[src/umcl_regs.svh]
// Overview of operation
// - control bit 4 selects local loopback; default zero means normal.
// - loopback isolates serial out, serial in and all modem inputs.
// - loopback closes modem data and control paths internally.
// - receiver and transmitter interrupts keep working in loopback.
// - in loopback, modem status events come from control bits 3:0.
// - interrupt enable register gates every source, loopback or not.
// - control bit 3 drives user output two inverted in normal mode.
// - in loopback, control bit 3 sets carrier-detect status bit 7.
// - control bit 2 drives no pin; in loopback it stands for ring.
// - control bit 1 drives request-to-send low when set in normal mode; default high.
// - control bit 0 drives terminal-ready low when set in normal mode; default high.
`ifndef UMCL_REGS_SVH
`define UMCL_REGS_SVH

`define UMCL_ADDR_CTL 8'h00
`define UMCL_ADDR_MST 8'h04
`define UMCL_ADDR_MASK 8'h08
`define UMCL_ADDR_IST 8'h0c

`define UMCL_CTL_RST 5'h00
`define UMCL_IRQ_RST 6'h00
`define UMCL_CTL_DTR 0
`define UMCL_CTL_RTS 1
`define UMCL_CTL_RING 2
`define UMCL_CTL_USR2 3
`define UMCL_CTL_LOOP 4
`define UMCL_RSV_HI 7
`define UMCL_RSV_LO 5
`define UMCL_SYNC_SER 4

`define UMCL_EV_CTS 0
`define UMCL_EV_DSR 1
`define UMCL_EV_RI 2
`define UMCL_EV_CD 3
`define UMCL_EV_RX 4
`define UMCL_EV_TX 5

`define UMCL_HTRANS_NONSEQ 2'h2
`define UMCL_HTRANS_SEQ 2'h3
`define UMCL_SYNC_RST 5'h1f

`endif

[src/umcl_pkg.sv]
package umcl_pkg;
    // modem line states, active high
    typedef struct packed {
        logic cd;
        logic ri;
        logic dsr;
        logic cts;
    } umcl_modem_type;

    typedef struct packed {
        logic [7:0] addr;
        logic write;
        logic valid;
    } umcl_bus_req_type;
endpackage

[src/umcl_top.sv]
`timescale 1ns/1ps
`include "umcl_regs.svh"

module umcl_top (
    input wire logic i_clk,
    input wire logic i_reset_n,
    input wire logic i_hsel,
    input wire logic [31:0] i_haddr,
    input wire logic [1:0] i_htrans,
    input wire logic i_hwrite,
    input wire logic [2:0] i_hsize,
    input wire logic [31:0] i_hwdata,
    input wire logic i_hready,
    output logic [31:0] o_hrdata,
    output logic o_hreadyout,
    output logic o_hresp,
    input wire logic i_serial_in,
    input wire logic i_clear_to_send_in_n,
    input wire logic i_data_set_ready_in_n,
    input wire logic i_carrier_detect_in_n,
    input wire logic i_call_alert_in_n,
    input wire logic i_tx_bit,
    input wire logic i_rx_event,
    input wire logic i_tx_event,
    output logic o_serial_out,
    output logic o_rx_bit,
    output logic o_request_send_out_n,
    output logic o_terminal_ready_out_n,
    output logic o_user_output_two_n,
    output umcl_pkg::umcl_modem_type o_modem_status,
    output logic o_irq
);
    import umcl_pkg::*;

    logic [4:0] ctl_q;
    logic [5:0] mask_q;
    logic [5:0] ist_q;
    logic [5:0] ist_d;
    logic [5:0] ev_set;
    logic [4:0] sync1_q;
    logic [4:0] sync2_q;
    umcl_modem_type pin_st;
    umcl_modem_type mst_d;
    umcl_modem_type mst_q;
    umcl_bus_req_type req_q;
    logic addr_ok;
    logic rd_pend_q;
    logic [31:0] rdata;
    logic loop;
    logic rx_pin;

    assign loop = ctl_q[`UMCL_CTL_LOOP];

    // bus address phase, only while the bus is ready
    assign addr_ok = i_hsel && i_hready &&
        (i_htrans == `UMCL_HTRANS_NONSEQ || i_htrans == `UMCL_HTRANS_SEQ);

    always_ff @(posedge i_clk or negedge i_reset_n) begin
        if (!i_reset_n) begin
            req_q <= '0;
        end else if (i_hready) begin
            req_q.addr <= i_haddr[7:0];
            req_q.write <= i_hwrite;
            req_q.valid <= addr_ok;
        end
    end

    // reads take one wait state so a preceding write is visible
    always_ff @(posedge i_clk or negedge i_reset_n) begin
        if (!i_reset_n) begin
            rd_pend_q <= 1'b0;
            o_hreadyout <= 1'b1;
        end else if (addr_ok && !i_hwrite) begin
            rd_pend_q <= 1'b1;
            o_hreadyout <= 1'b0;
        end else begin
            rd_pend_q <= 1'b0;
            o_hreadyout <= 1'b1;
        end
    end

    always_ff @(posedge i_clk or negedge i_reset_n) begin
        if (!i_reset_n) begin
            o_hresp <= 1'b0;
        end else begin
            o_hresp <= 1'b0;
        end
    end

    always_comb begin
        rdata = 32'h0000_0000;
        if (req_q.addr == `UMCL_ADDR_CTL) begin
            rdata[4:0] = ctl_q;
        end else if (req_q.addr == `UMCL_ADDR_MST) begin
            rdata[7:4] = mst_q;
            rdata[3:0] = ist_q[3:0];
        end else if (req_q.addr == `UMCL_ADDR_MASK) begin
            rdata[5:0] = mask_q;
        end else if (req_q.addr == `UMCL_ADDR_IST) begin
            rdata[5:0] = ist_q;
        end
    end

    always_ff @(posedge i_clk or negedge i_reset_n) begin
        if (!i_reset_n) begin
            o_hrdata <= 32'h0000_0000;
        end else if (rd_pend_q) begin
            o_hrdata <= rdata;
        end
    end

    // reserved bits 7:5 are not stored and read as zero
    always_ff @(posedge i_clk or negedge i_reset_n) begin
        if (!i_reset_n) begin
            ctl_q <= `UMCL_CTL_RST;
        end else if (req_q.valid && req_q.write &&
                     req_q.addr == `UMCL_ADDR_CTL) begin
            ctl_q <= i_hwdata[4:0];
        end
    end

    always_ff @(posedge i_clk or negedge i_reset_n) begin
        if (!i_reset_n) begin
            mask_q <= `UMCL_IRQ_RST;
        end else if (req_q.valid && req_q.write &&
                     req_q.addr == `UMCL_ADDR_MASK) begin
            mask_q <= i_hwdata[5:0];
        end
    end

    // pin inputs: two flops, pins idle high
    always_ff @(posedge i_clk or negedge i_reset_n) begin
        if (!i_reset_n) begin
            sync1_q <= `UMCL_SYNC_RST;
            sync2_q <= `UMCL_SYNC_RST;
        end else begin
            sync1_q <= {i_serial_in, i_carrier_detect_in_n,
                i_call_alert_in_n, i_data_set_ready_in_n,
                i_clear_to_send_in_n};
            sync2_q <= sync1_q;
        end
    end

    assign rx_pin = sync2_q[`UMCL_SYNC_SER];
    assign pin_st = umcl_modem_type'(~sync2_q[3:0]);

    // loopback swaps pins for control bits
    always_comb begin
        if (loop) begin
            mst_d.cd = ctl_q[`UMCL_CTL_USR2];
            mst_d.ri = ctl_q[`UMCL_CTL_RING];
            mst_d.dsr = ctl_q[`UMCL_CTL_DTR];
            mst_d.cts = ctl_q[`UMCL_CTL_RTS];
        end else begin
            mst_d = pin_st;
        end
    end

    always_ff @(posedge i_clk or negedge i_reset_n) begin
        if (!i_reset_n) begin
            mst_q <= '0;
        end else begin
            mst_q <= mst_d;
        end
    end

    assign o_modem_status = mst_q;

    // ring event only on the trailing edge, as on classic parts
    always_comb begin
        ev_set = '0;
        ev_set[`UMCL_EV_CTS] = mst_d.cts ^ mst_q.cts;
        ev_set[`UMCL_EV_DSR] = mst_d.dsr ^ mst_q.dsr;
        ev_set[`UMCL_EV_RI] = mst_q.ri & ~mst_d.ri;
        ev_set[`UMCL_EV_CD] = mst_d.cd ^ mst_q.cd;
        ev_set[`UMCL_EV_RX] = i_rx_event;
        ev_set[`UMCL_EV_TX] = i_tx_event;
    end

    // write one to clear; a same-cycle event wins
    always_comb begin
        ist_d = ist_q;
        if (req_q.valid && req_q.write &&
            req_q.addr == `UMCL_ADDR_IST) begin
            ist_d = ist_q & ~i_hwdata[5:0];
        end
        ist_d = ist_d | ev_set;
    end

    always_ff @(posedge i_clk or negedge i_reset_n) begin
        if (!i_reset_n) begin
            ist_q <= `UMCL_IRQ_RST;
        end else begin
            ist_q <= ist_d;
        end
    end

    always_ff @(posedge i_clk or negedge i_reset_n) begin
        if (!i_reset_n) begin
            o_irq <= 1'b0;
        end else begin
            o_irq <= |(ist_q & mask_q);
        end
    end

    // serial path; loopback parks the line at mark
    always_ff @(posedge i_clk or negedge i_reset_n) begin
        if (!i_reset_n) begin
            o_serial_out <= 1'b1;
            o_rx_bit <= 1'b1;
        end else if (loop) begin
            o_serial_out <= 1'b1;
            o_rx_bit <= i_tx_bit;
        end else begin
            o_serial_out <= i_tx_bit;
            o_rx_bit <= rx_pin;
        end
    end

    // modem outputs are active low and idle in loopback
    always_ff @(posedge i_clk or negedge i_reset_n) begin
        if (!i_reset_n) begin
            o_request_send_out_n <= 1'b1;
            o_terminal_ready_out_n <= 1'b1;
            o_user_output_two_n <= 1'b1;
        end else if (loop) begin
            o_request_send_out_n <= 1'b1;
            o_terminal_ready_out_n <= 1'b1;
            o_user_output_two_n <= 1'b1;
        end else begin
            o_request_send_out_n <= ~ctl_q[`UMCL_CTL_RTS];
            o_terminal_ready_out_n <= ~ctl_q[`UMCL_CTL_DTR];
            o_user_output_two_n <= ~ctl_q[`UMCL_CTL_USR2];
        end
    end
endmodule // umcl_top

[config.mk]
export PLATFORM = sky130hd
export DESIGN_NAME = umcl_top
export DESIGN_NICKNAME = d
export VERILOG_FILES = /design/src/umcl_pkg.sv /design/src/umcl_top.sv
export VERILOG_INCLUDE_DIRS = /design/src
export SDC_FILE = /design/constraint.sdc
export NUM_CORES = 1
export LEC_CHECK = 0
export BUFFER_PORTS_ARGS = -buffer_cell sky130_fd_sc_hd__buf_2
export CORE_UTILIZATION = 47
export CTS_BUF_LIST = sky130_fd_sc_hd__clkbuf_2 sky130_fd_sc_hd__clkbuf_4 sky130_fd_sc_hd__clkbuf_8
export DETAILED_ROUTE_END_ITERATION = 12
export PLACE_DENSITY_LB_ADDON = 0.12
export REMOVE_ABC_BUFFERS = 1
export SLEW_MARGIN = 20
export SYNTH_ARGS = -nofsm -noshare
export SYNTH_HDL_FRONTEND = slang
export SYNTH_SLANG_ARGS = --single-unit
[constraint.sdc]
create_clock -name i_clk -period 2.5 [get_ports i_clk]
set_input_delay 0.5 -clock i_clk [delete_from_list [all_inputs] [get_ports i_clk]]
set_output_delay 0.5 -clock i_clk [all_outputs]
set_load 0.03 [all_outputs]
* Word level (Yosys, flattened, before mapping)
Cells that the tools add are included.
Operators by class: add/subtract/negate cells 0, $mul 0, div/mod/pow operators 0, order comparisons 0, equal/unequal tests 5, shifts and indexed selects 0, mux-type cells 15, bitwise logic cells 13, reductions and logical operators 11
Operators with widths (count):
- 6-bit 2-to-1 mux | 4
- 8-bit by 4-bit == test with 1-bit output (second input constant) | 2
- 6-bit bitwise AND | 2
- 8-bit by 3-bit == test with 1-bit output (second input constant) | 1
- 8-bit zero test | 1
- 1-bit logical AND | 7
- 1-bit 2-to-1 mux | 7
- 6-bit NOT | 1
- 6-bit bitwise OR | 1
- 6-bit OR reduction | 1
- 5-bit 2-to-1 mux | 1
- 2-bit == test (second input constant) | 2
- 4-bit 2-to-1 mux | 1
- 1-bit NOT | 4
- 4-bit NOT | 1
- 3-bit 2-to-1 mux | 1
- 1-bit bitwise XOR | 3
- 2-bit 2-to-1 mux | 1
- 1-bit bitwise AND | 1
- 1-bit zero test | 1
- 1-bit logical OR | 1
Storage, ports and cells: register bits 57, bits in latches 0, memory bits (writable) 0, memory bits (read-only) 0, output and inout bits 44, word-level logic and storage cells 65, memories 0

* Depth between registers and ports, before layout
Gate-level depths: netlist of the first run.
depth in word-level cells 5, mapped depth 5, mapped depth without buffers 3

* Least setup slack after synthesis of the first run
No wires, ideal clock.
kind register to register, start register req_q[9] in the netlist's numbering, end register mask_q[0], library setup time 0.125 ns, data arrival time 1.742 ns, setup slack 0.633 ns, stages on the path, launching flop included 5, clock period less this slack 1.867 ns, cell sequence dfrtp_1 or4_1 buf_6 nor4_4 mux2_2
On the way: cells in the longest elaborated chain, start to end 2
RTL lines:
- from (decl) | RTL line umcl_top.sv:45 | umcl_bus_req_type req_q;
- 8-bit by 4-bit == test with 1-bit output (no source line)
- 1-bit logical AND (no source line)
- to (signal assigned) | RTL line umcl_top.sv:124 | mask_q <= `UMCL_IRQ_RST;
- to (signal assigned) | RTL line umcl_top.sv:127 | mask_q <= i_hwdata[5:0];
- to (decl) | RTL line umcl_top.sv:36 | logic [5:0] mask_q;
Every way passes these cells. A chain may end at the register's enable or synchronous reset.

* Worst setup path in the final report of the first run
start register req_q[9] in the netlist's numbering, end register ctl_q[3]
On the way: cells in the longest elaborated chain, start to end 2
RTL lines:
- 8-bit zero test (no source line)
- 1-bit logical AND (no source line)
- to (signal assigned) | RTL line umcl_top.sv:115 | ctl_q <= `UMCL_CTL_RST;
- to (signal assigned) | RTL line umcl_top.sv:118 | ctl_q <= i_hwdata[4:0];
- to (decl) | RTL line umcl_top.sv:35 | logic [4:0] ctl_q;
Every way passes these cells.

==> results of run 1 <==
## cell type report
| class | instances | share of cell area [%] |
|---|---|---|
| repair buffers | 50 | 8.912 |
| well taps | 70 | 2.999 |
| clock inverters | 3 | 1.371 |
| inverters | 5 | 0.6427 |
| multi-input cells | 123 | 30.85 |
| clock buffers | 13 | 5.698 |
| flip-flops and latches | 57 | 49.53 |
## cell families (layout without fill, tap and decap cells)
family          Yosys count  in the layout  share of synthesized area, %
other cells               1             25                        0.1491
flops                    57             57                         57.51
compound gates           23             23                         6.965
simple gates             43             43                         10.60
buf+inv                  38             71                         10.25
mux                      32             32                         14.53
## layout by cell type (no fill, tap or decap), types with 2 or more instances in the layout
| cell | instances |
|---|---|
| clkbuf_8 | 11 |
| or2_2 | 3 |
| a22oi_1 | 3 |
| o41ai_1 | 6 |
| mux2i_1 | 5 |
| or3_1 | 4 |
| dfrtp_1 | 41 |
| nor2_1 | 3 |
| o21ai_0 | 6 |
| nor2b_1 | 7 |
| clkbuf_4 | 2 |
| nand2_1 | 8 |
| buf_2 | 46 |
| nand2b_1 | 5 |
| o2bb2ai_1 | 8 |
| clkinv_2 | 2 |
| dfstp_2 | 16 |
| nor4_4 | 2 |
| mux2_2 | 26 |
| buf_4 | 4 |
| inv_1 | 4 |
| nand3_1 | 8 |
| conb_1 | 25 |
## layer usage
layer / vias up / track usage (%) / part of all wire, %
met5: - / 0 / 0
met4: 0 / 11.11 / 1.3
met3: 7 / 4.016 / 4.2
met2: 53 / 26.33 / 45
met1: 737 / 24.80 / 50
li1: 740 / - / -
## path summary, 6_finish.rpt
| path | to | cells after the start |
|---|---|---|
| worst max-delay path | ctl_q[3] | 3 |
| worst min-delay path | ist_q[5] | 2 |
| worst max register to register | ctl_q[3] | 3 |
| worst min register to register | sync2_q[1] | 0 |
| max in group asynchronous | sync2_q[2] | 2 |
| min in group i_clk | sync1_q[2] | 1 |
## power groups by stage
stage               Sequential (mW)  Combinational (mW)  Clock (mW)
finish                         1.01               0.222       0.870
global route                   1.02               0.249       0.933
CTS                            1.01               0.226       0.896
detailed placement             1.03               0.225           0
global placement               1.03               0.224           0
floorplan                      1.04               0.125           0
## registers in the layout, indices dropped and copies added (netlist names)
signal and count:
req_q 10, o_hrdata 8, ist_q 6, mask_q 6
ctl_q 5, sync1_q 5, sync2_q 5, o_modem_status 4
o_hreadyout 1, o_irq 1, o_request_send_out_n 1, o_rx_bit 1
o_serial_out 1, o_terminal_ready_out_n 1, o_user_output_two_n 1, rd_pend_q 1
==> flow_summary.toml, run 1 <==
[yosys]
syn_inst = 194
yosysMostFrequentCell = "dfrtp_1"
synth_common_cells = "41 x dfrtp_1, 26 x buf_4, 26 x mux2_2"
async_flop_share_pct = 100.0
synth_sequential_area_ratio_pct = 57.51
syn-cell-area_um2 = 2515
yosys_warnings = 0
synth_edf_count = 0
synthTopCellsByArea = "dfrtp_1 41%, dfstp_2 17%, mux2_2 12%"
synth_area_per_cell_um2 = 12.96
synth_top_area_share_pct = 40.80
yosysTopAreaCell = "dfrtp_1"
ys_seq_elements = 57
synthFlopType = "dfrtp_1"
ys_types = 28

[timing]
skew_ns = 0.009039
clock.fmax_mhz = 468.0
setup_viol = 0
slew_viol_final = 0
rsz0062_at_grt = "no"
finalCritPeriodShare_pct = 85.48
maxSlewHeadroom_pct = 50.26
setup_slack_ns = 0.3631
tightest_slew_ns = 0.7461
timing.hold.ws_ns = 0.1792
tns_ns = 0
finalHoldViolCount = 0
fin_crit_ns = 2.137

[detailed_routing]
drtAntennaViolNets = 0
drtPass1Iterations = 4
viasPerCell = 4.788
wl_um = 4309
wl_per_cell_um = 13.42
drc = 0
drtIter0Drc = 59
vias = 1537

[power]
power_mw = 2.106
combPwrFrac_pct = 10.6
seq_power_share_pct = 48.1
p_leak_nw = 1.375
p_int_mw = 1.585
p_clk_share_pct = 41.3
power_density_nw_per_um2 = 721.1
p_sw_mw = 0.5207
p_sw_share_pct = 24.73
irDropWorstVdd_uv = 428.4

[clocking]
h-tree-depth = 3
cts_hold_buf = 0
numCtsBuffers = 9
cts_resized = 0
clockRootBuffer = "clkbuf_8"
cts_tree = "done"
clockBufferDepth = 2
clock_latency_ns = 0.33
post_cts.repair.setup_buffers = 0
clkTransAtPathRegs_ns = 0.07
clock_sinks = 57

[global_routing]
overflow = 0
grt_max_degree = 31
grt_pass1_wl_um = 7245
antenna_found_initial = 0
grt_pass1_vias = 1469
grt_use_total_pct = 18.11

[place]
io_buffers = 46
routabilityCongestion = 0.7431
post-place-ws_ns = 0.3791
dp_cells = 305
place_area_um2 = 2714
dp_hpwl_um = 2994

[finish]
num_antenna_cells = 0
finalInstanceArea_um2 = 2920
final_cells = 321
final_util_pct = 56.82
final_layout_size_suffix_gt1_share_pct = 45.42
finalNetCount = 328
register_area_um2 = 1446
syn_to_final_growth_pct = 16.12
multiInputGateArea_um2 = 900.9
final.fill_count = 451

[worst_setup_path]
required_ns = 2.71
reg2reg_from = "req_q[9]"
end_kind = "register"
path_buf_inv = 0
arrival_ns = 2.34
start_kind = "register"
worst-path-max-fanout = 6
cp_top_family = "simple AND/OR/NAND/NOR gates"
crit_path_start = "req_q[9]"
crit_path_top_delay_cell = "or4_1"
critPathKind = "register to register"
path_cells = "or4_1 > nor4_4 > mux2_2"
max_stage_delay_ns = 0.72
rrSetupSlack_ns = 0.36

[floorplan]
core-area_um2 = 5140
rows = 26
initial_core_util_pct = 48.93
die-area_um2 = 5648
die_y_um = 75.15
die_x_um = 75.15
ios = 126

[run_status]
status = "complete, no violations"

[worst_hold_path]
hold_path.class = "primary input to async pin"

[job]
maxCapViolations = 0
Note: power is estimated with default switching activity, not from simulation.
==> run 2: changes to the inputs <==
PLACE_DENSITY_LB_ADDON = 0.1   (was 0.12)
==> run 2 against run 1 <==
Against the previous run:
- die area unchanged
- register-to-register slack about the same
- non-clock buffer count unchanged
- combinational power up 4%
- total power down 4.9%
- largest power group unchanged
- setup slack worse by 0.010 ns
- first-iteration DRC count down 5.1%
- cell area down 0.43%
- global-route usage up 0.74 points
==> flow_summary.toml, run 2 (same netlist as run 1, synthesis figures left out) <==
[run_status]
status = "complete, no violations"

[power]
p_leak_nw = 1.369
irDropWorstVdd_uv = 402.5
power_mw = 2.002
power_density_nw_per_um2 = 688.6

[detailed_routing]
drtPass1Iterations = 4
drc = 0
wl_um = 4389
wl_per_cell_um = 13.67
drtIter0Drc = 56
viasPerCell = 4.931
vias = 1583
drtAntennaViolNets = 0

[global_routing]
use_met2_pct = 29.13
grt_pass1_wl_um = 7445
busiest_layer = "met2"
grt_use_total_pct = 18.86
antenna_found_initial = 0
overflow = 0
grt_use_met3_pct = 7.229
grtUsageMet1_pct = 23.51
grt_pass1_vias = 1569
grt_max_degree = 58

[finish]
final_common_cell = "buf_2"
largest_reg_flops = 10
num_antenna_cells = 0
register_area_um2 = 1446
final_cells = 321
final.fill_count = 470
final_cell_mix = "46 x buf_2, 41 x dfrtp_1, 26 x mux2_2, 25 x conb_1, 16 x dfstp_2"
finalNetCount = 328
top_register = "req_q"
syn_to_final_growth_pct = 15.62
final_layout_size_suffix_gt1_share_pct = 45.42
multiInputGateArea_um2 = 900.9
largest_registers = "req_q (10), o_hrdata (8)"

[worst_setup_path]
crit_path_top_delay_cell = "or4_1"
required_ns = 2.72
arrival_ns = 2.36
worst-path-max-fanout = 6
r2r-end = "ctl_q[1]"
r2r_cells = 3
end_kind = "register"
critPathKind = "register to register"
reg2reg_from = "req_q[9]"
max_stage_delay_ns = 0.73
path_cells = "or4_1 > nor4_4 > mux2_2"
start_kind = "register"
rrSetupSlack_ns = 0.35

[clocking]
cts_resized = 0
numCtsBuffers = 9
h-tree-depth = 3
clock_latency_ns = 0.33
post_cts.repair.setup_buffers = 0
clkTransAtPathRegs_ns = 0.06
clockBufferDepth = 2
clockRootBuffer = "clkbuf_8"
clock_sinks = 57
cts_hold_buf = 0
cts_tree = "done"

[place]
dp_cells = 305
dp_hpwl_um = 2913
post-place-ws_ns = 0.3846
routabilityCongestion = 0.7460
io_buffers = 46

[floorplan]
core-area_um2 = 5140
die-area_um2 = 5648
ios = 126
die_y_um = 75.15
initial_core_util_pct = 48.93
die_x_um = 75.15
rows = 26

[timing]
maxSlewHeadroom_pct = 65.08
clock.fmax_mhz = 465.8
setup_viol = 0
slew_viol_final = 0
setup_slack_ns = 0.3530
fin_crit_ns = 2.147
finalCritPeriodShare_pct = 85.88
tns_ns = 0
rsz0062_at_grt = "no"
timing.hold.ws_ns = 0.1634
tightest_slew_ns = 0.5198
finalHoldViolCount = 0
skew_ns = 0.006343

[job]
maxCapViolations = 0

[worst_hold_path]
hold_path.class = "primary input to async pin"
[run 2: cell types whose count changed in the layout (fill, tap and decap cells not counted)]
| cell | before | now |
|---|---|---|
| buf_12 | 0 | 1 |
| buf_4 | 4 | 3 |
| bufinv_16 | 1 | 0 |
| clkinv_2 | 2 | 3 |
[run 2: cell type report]
class,count,area share [%]
sequential,57,49.74
multi-input combinational,123,30.98
timing repair buffer,50,9.380
clock buffer,13,5.723
tap,70,3.012
inverter,5,0.6454
clock inverter,3,0.5164
[run 2: layer usage]
layer / up-vias / wire length [um]
li1: 737 / -
met1: 769 / 1947
met2: 69 / 2099
met3: 8 / 271
met4: 0 / 70
met5: - / 0
[run 2: worst max path at each step]
stage,to,slack [ns],depth (start not counted),startpoint
after global placement,ctl_q[0],0.38,3,req_q[9]
after CTS,ctl_q[3],0.36,3,req_q[9]
after global routing,mask_q[5],0.27,3,req_q[9]
final,ctl_q[1],0.35,3,req_q[9]
after detailed placement,ctl_q[4],0.38,3,req_q[9]
after floorplan,mask_q[0],0.56,3,req_q[9]
[run 2: stage by stage]
step	utilization, %	cell area (um^2)
after global routing	56.57	2908
after global placement	53.04	2726
after detailed placement	53.04	2726
after floorplan	-	2366
final	56.57	2908
after CTS	56.57	2908
[run 2: power breakdown]
group / switching, mW / total, mW / internal (mW)
Sequential: 0.0361 / 1.01 / 0.974
Clock: 0.330 / 0.760 / 0.430
Combinational: 0.151 / 0.231 / 0.0806
Total: 0.517 / 2.00 / 1.49
[run 2: critical path, delay by kind of cell (launching register included)]
| family | cells | cell delay (ns) |
|---|---|---|
| flip-flops | 1 | 0.38 |
| AND/OR/NAND/NOR | 2 | 1.26 |
| multiplexers | 1 | 0.39 |
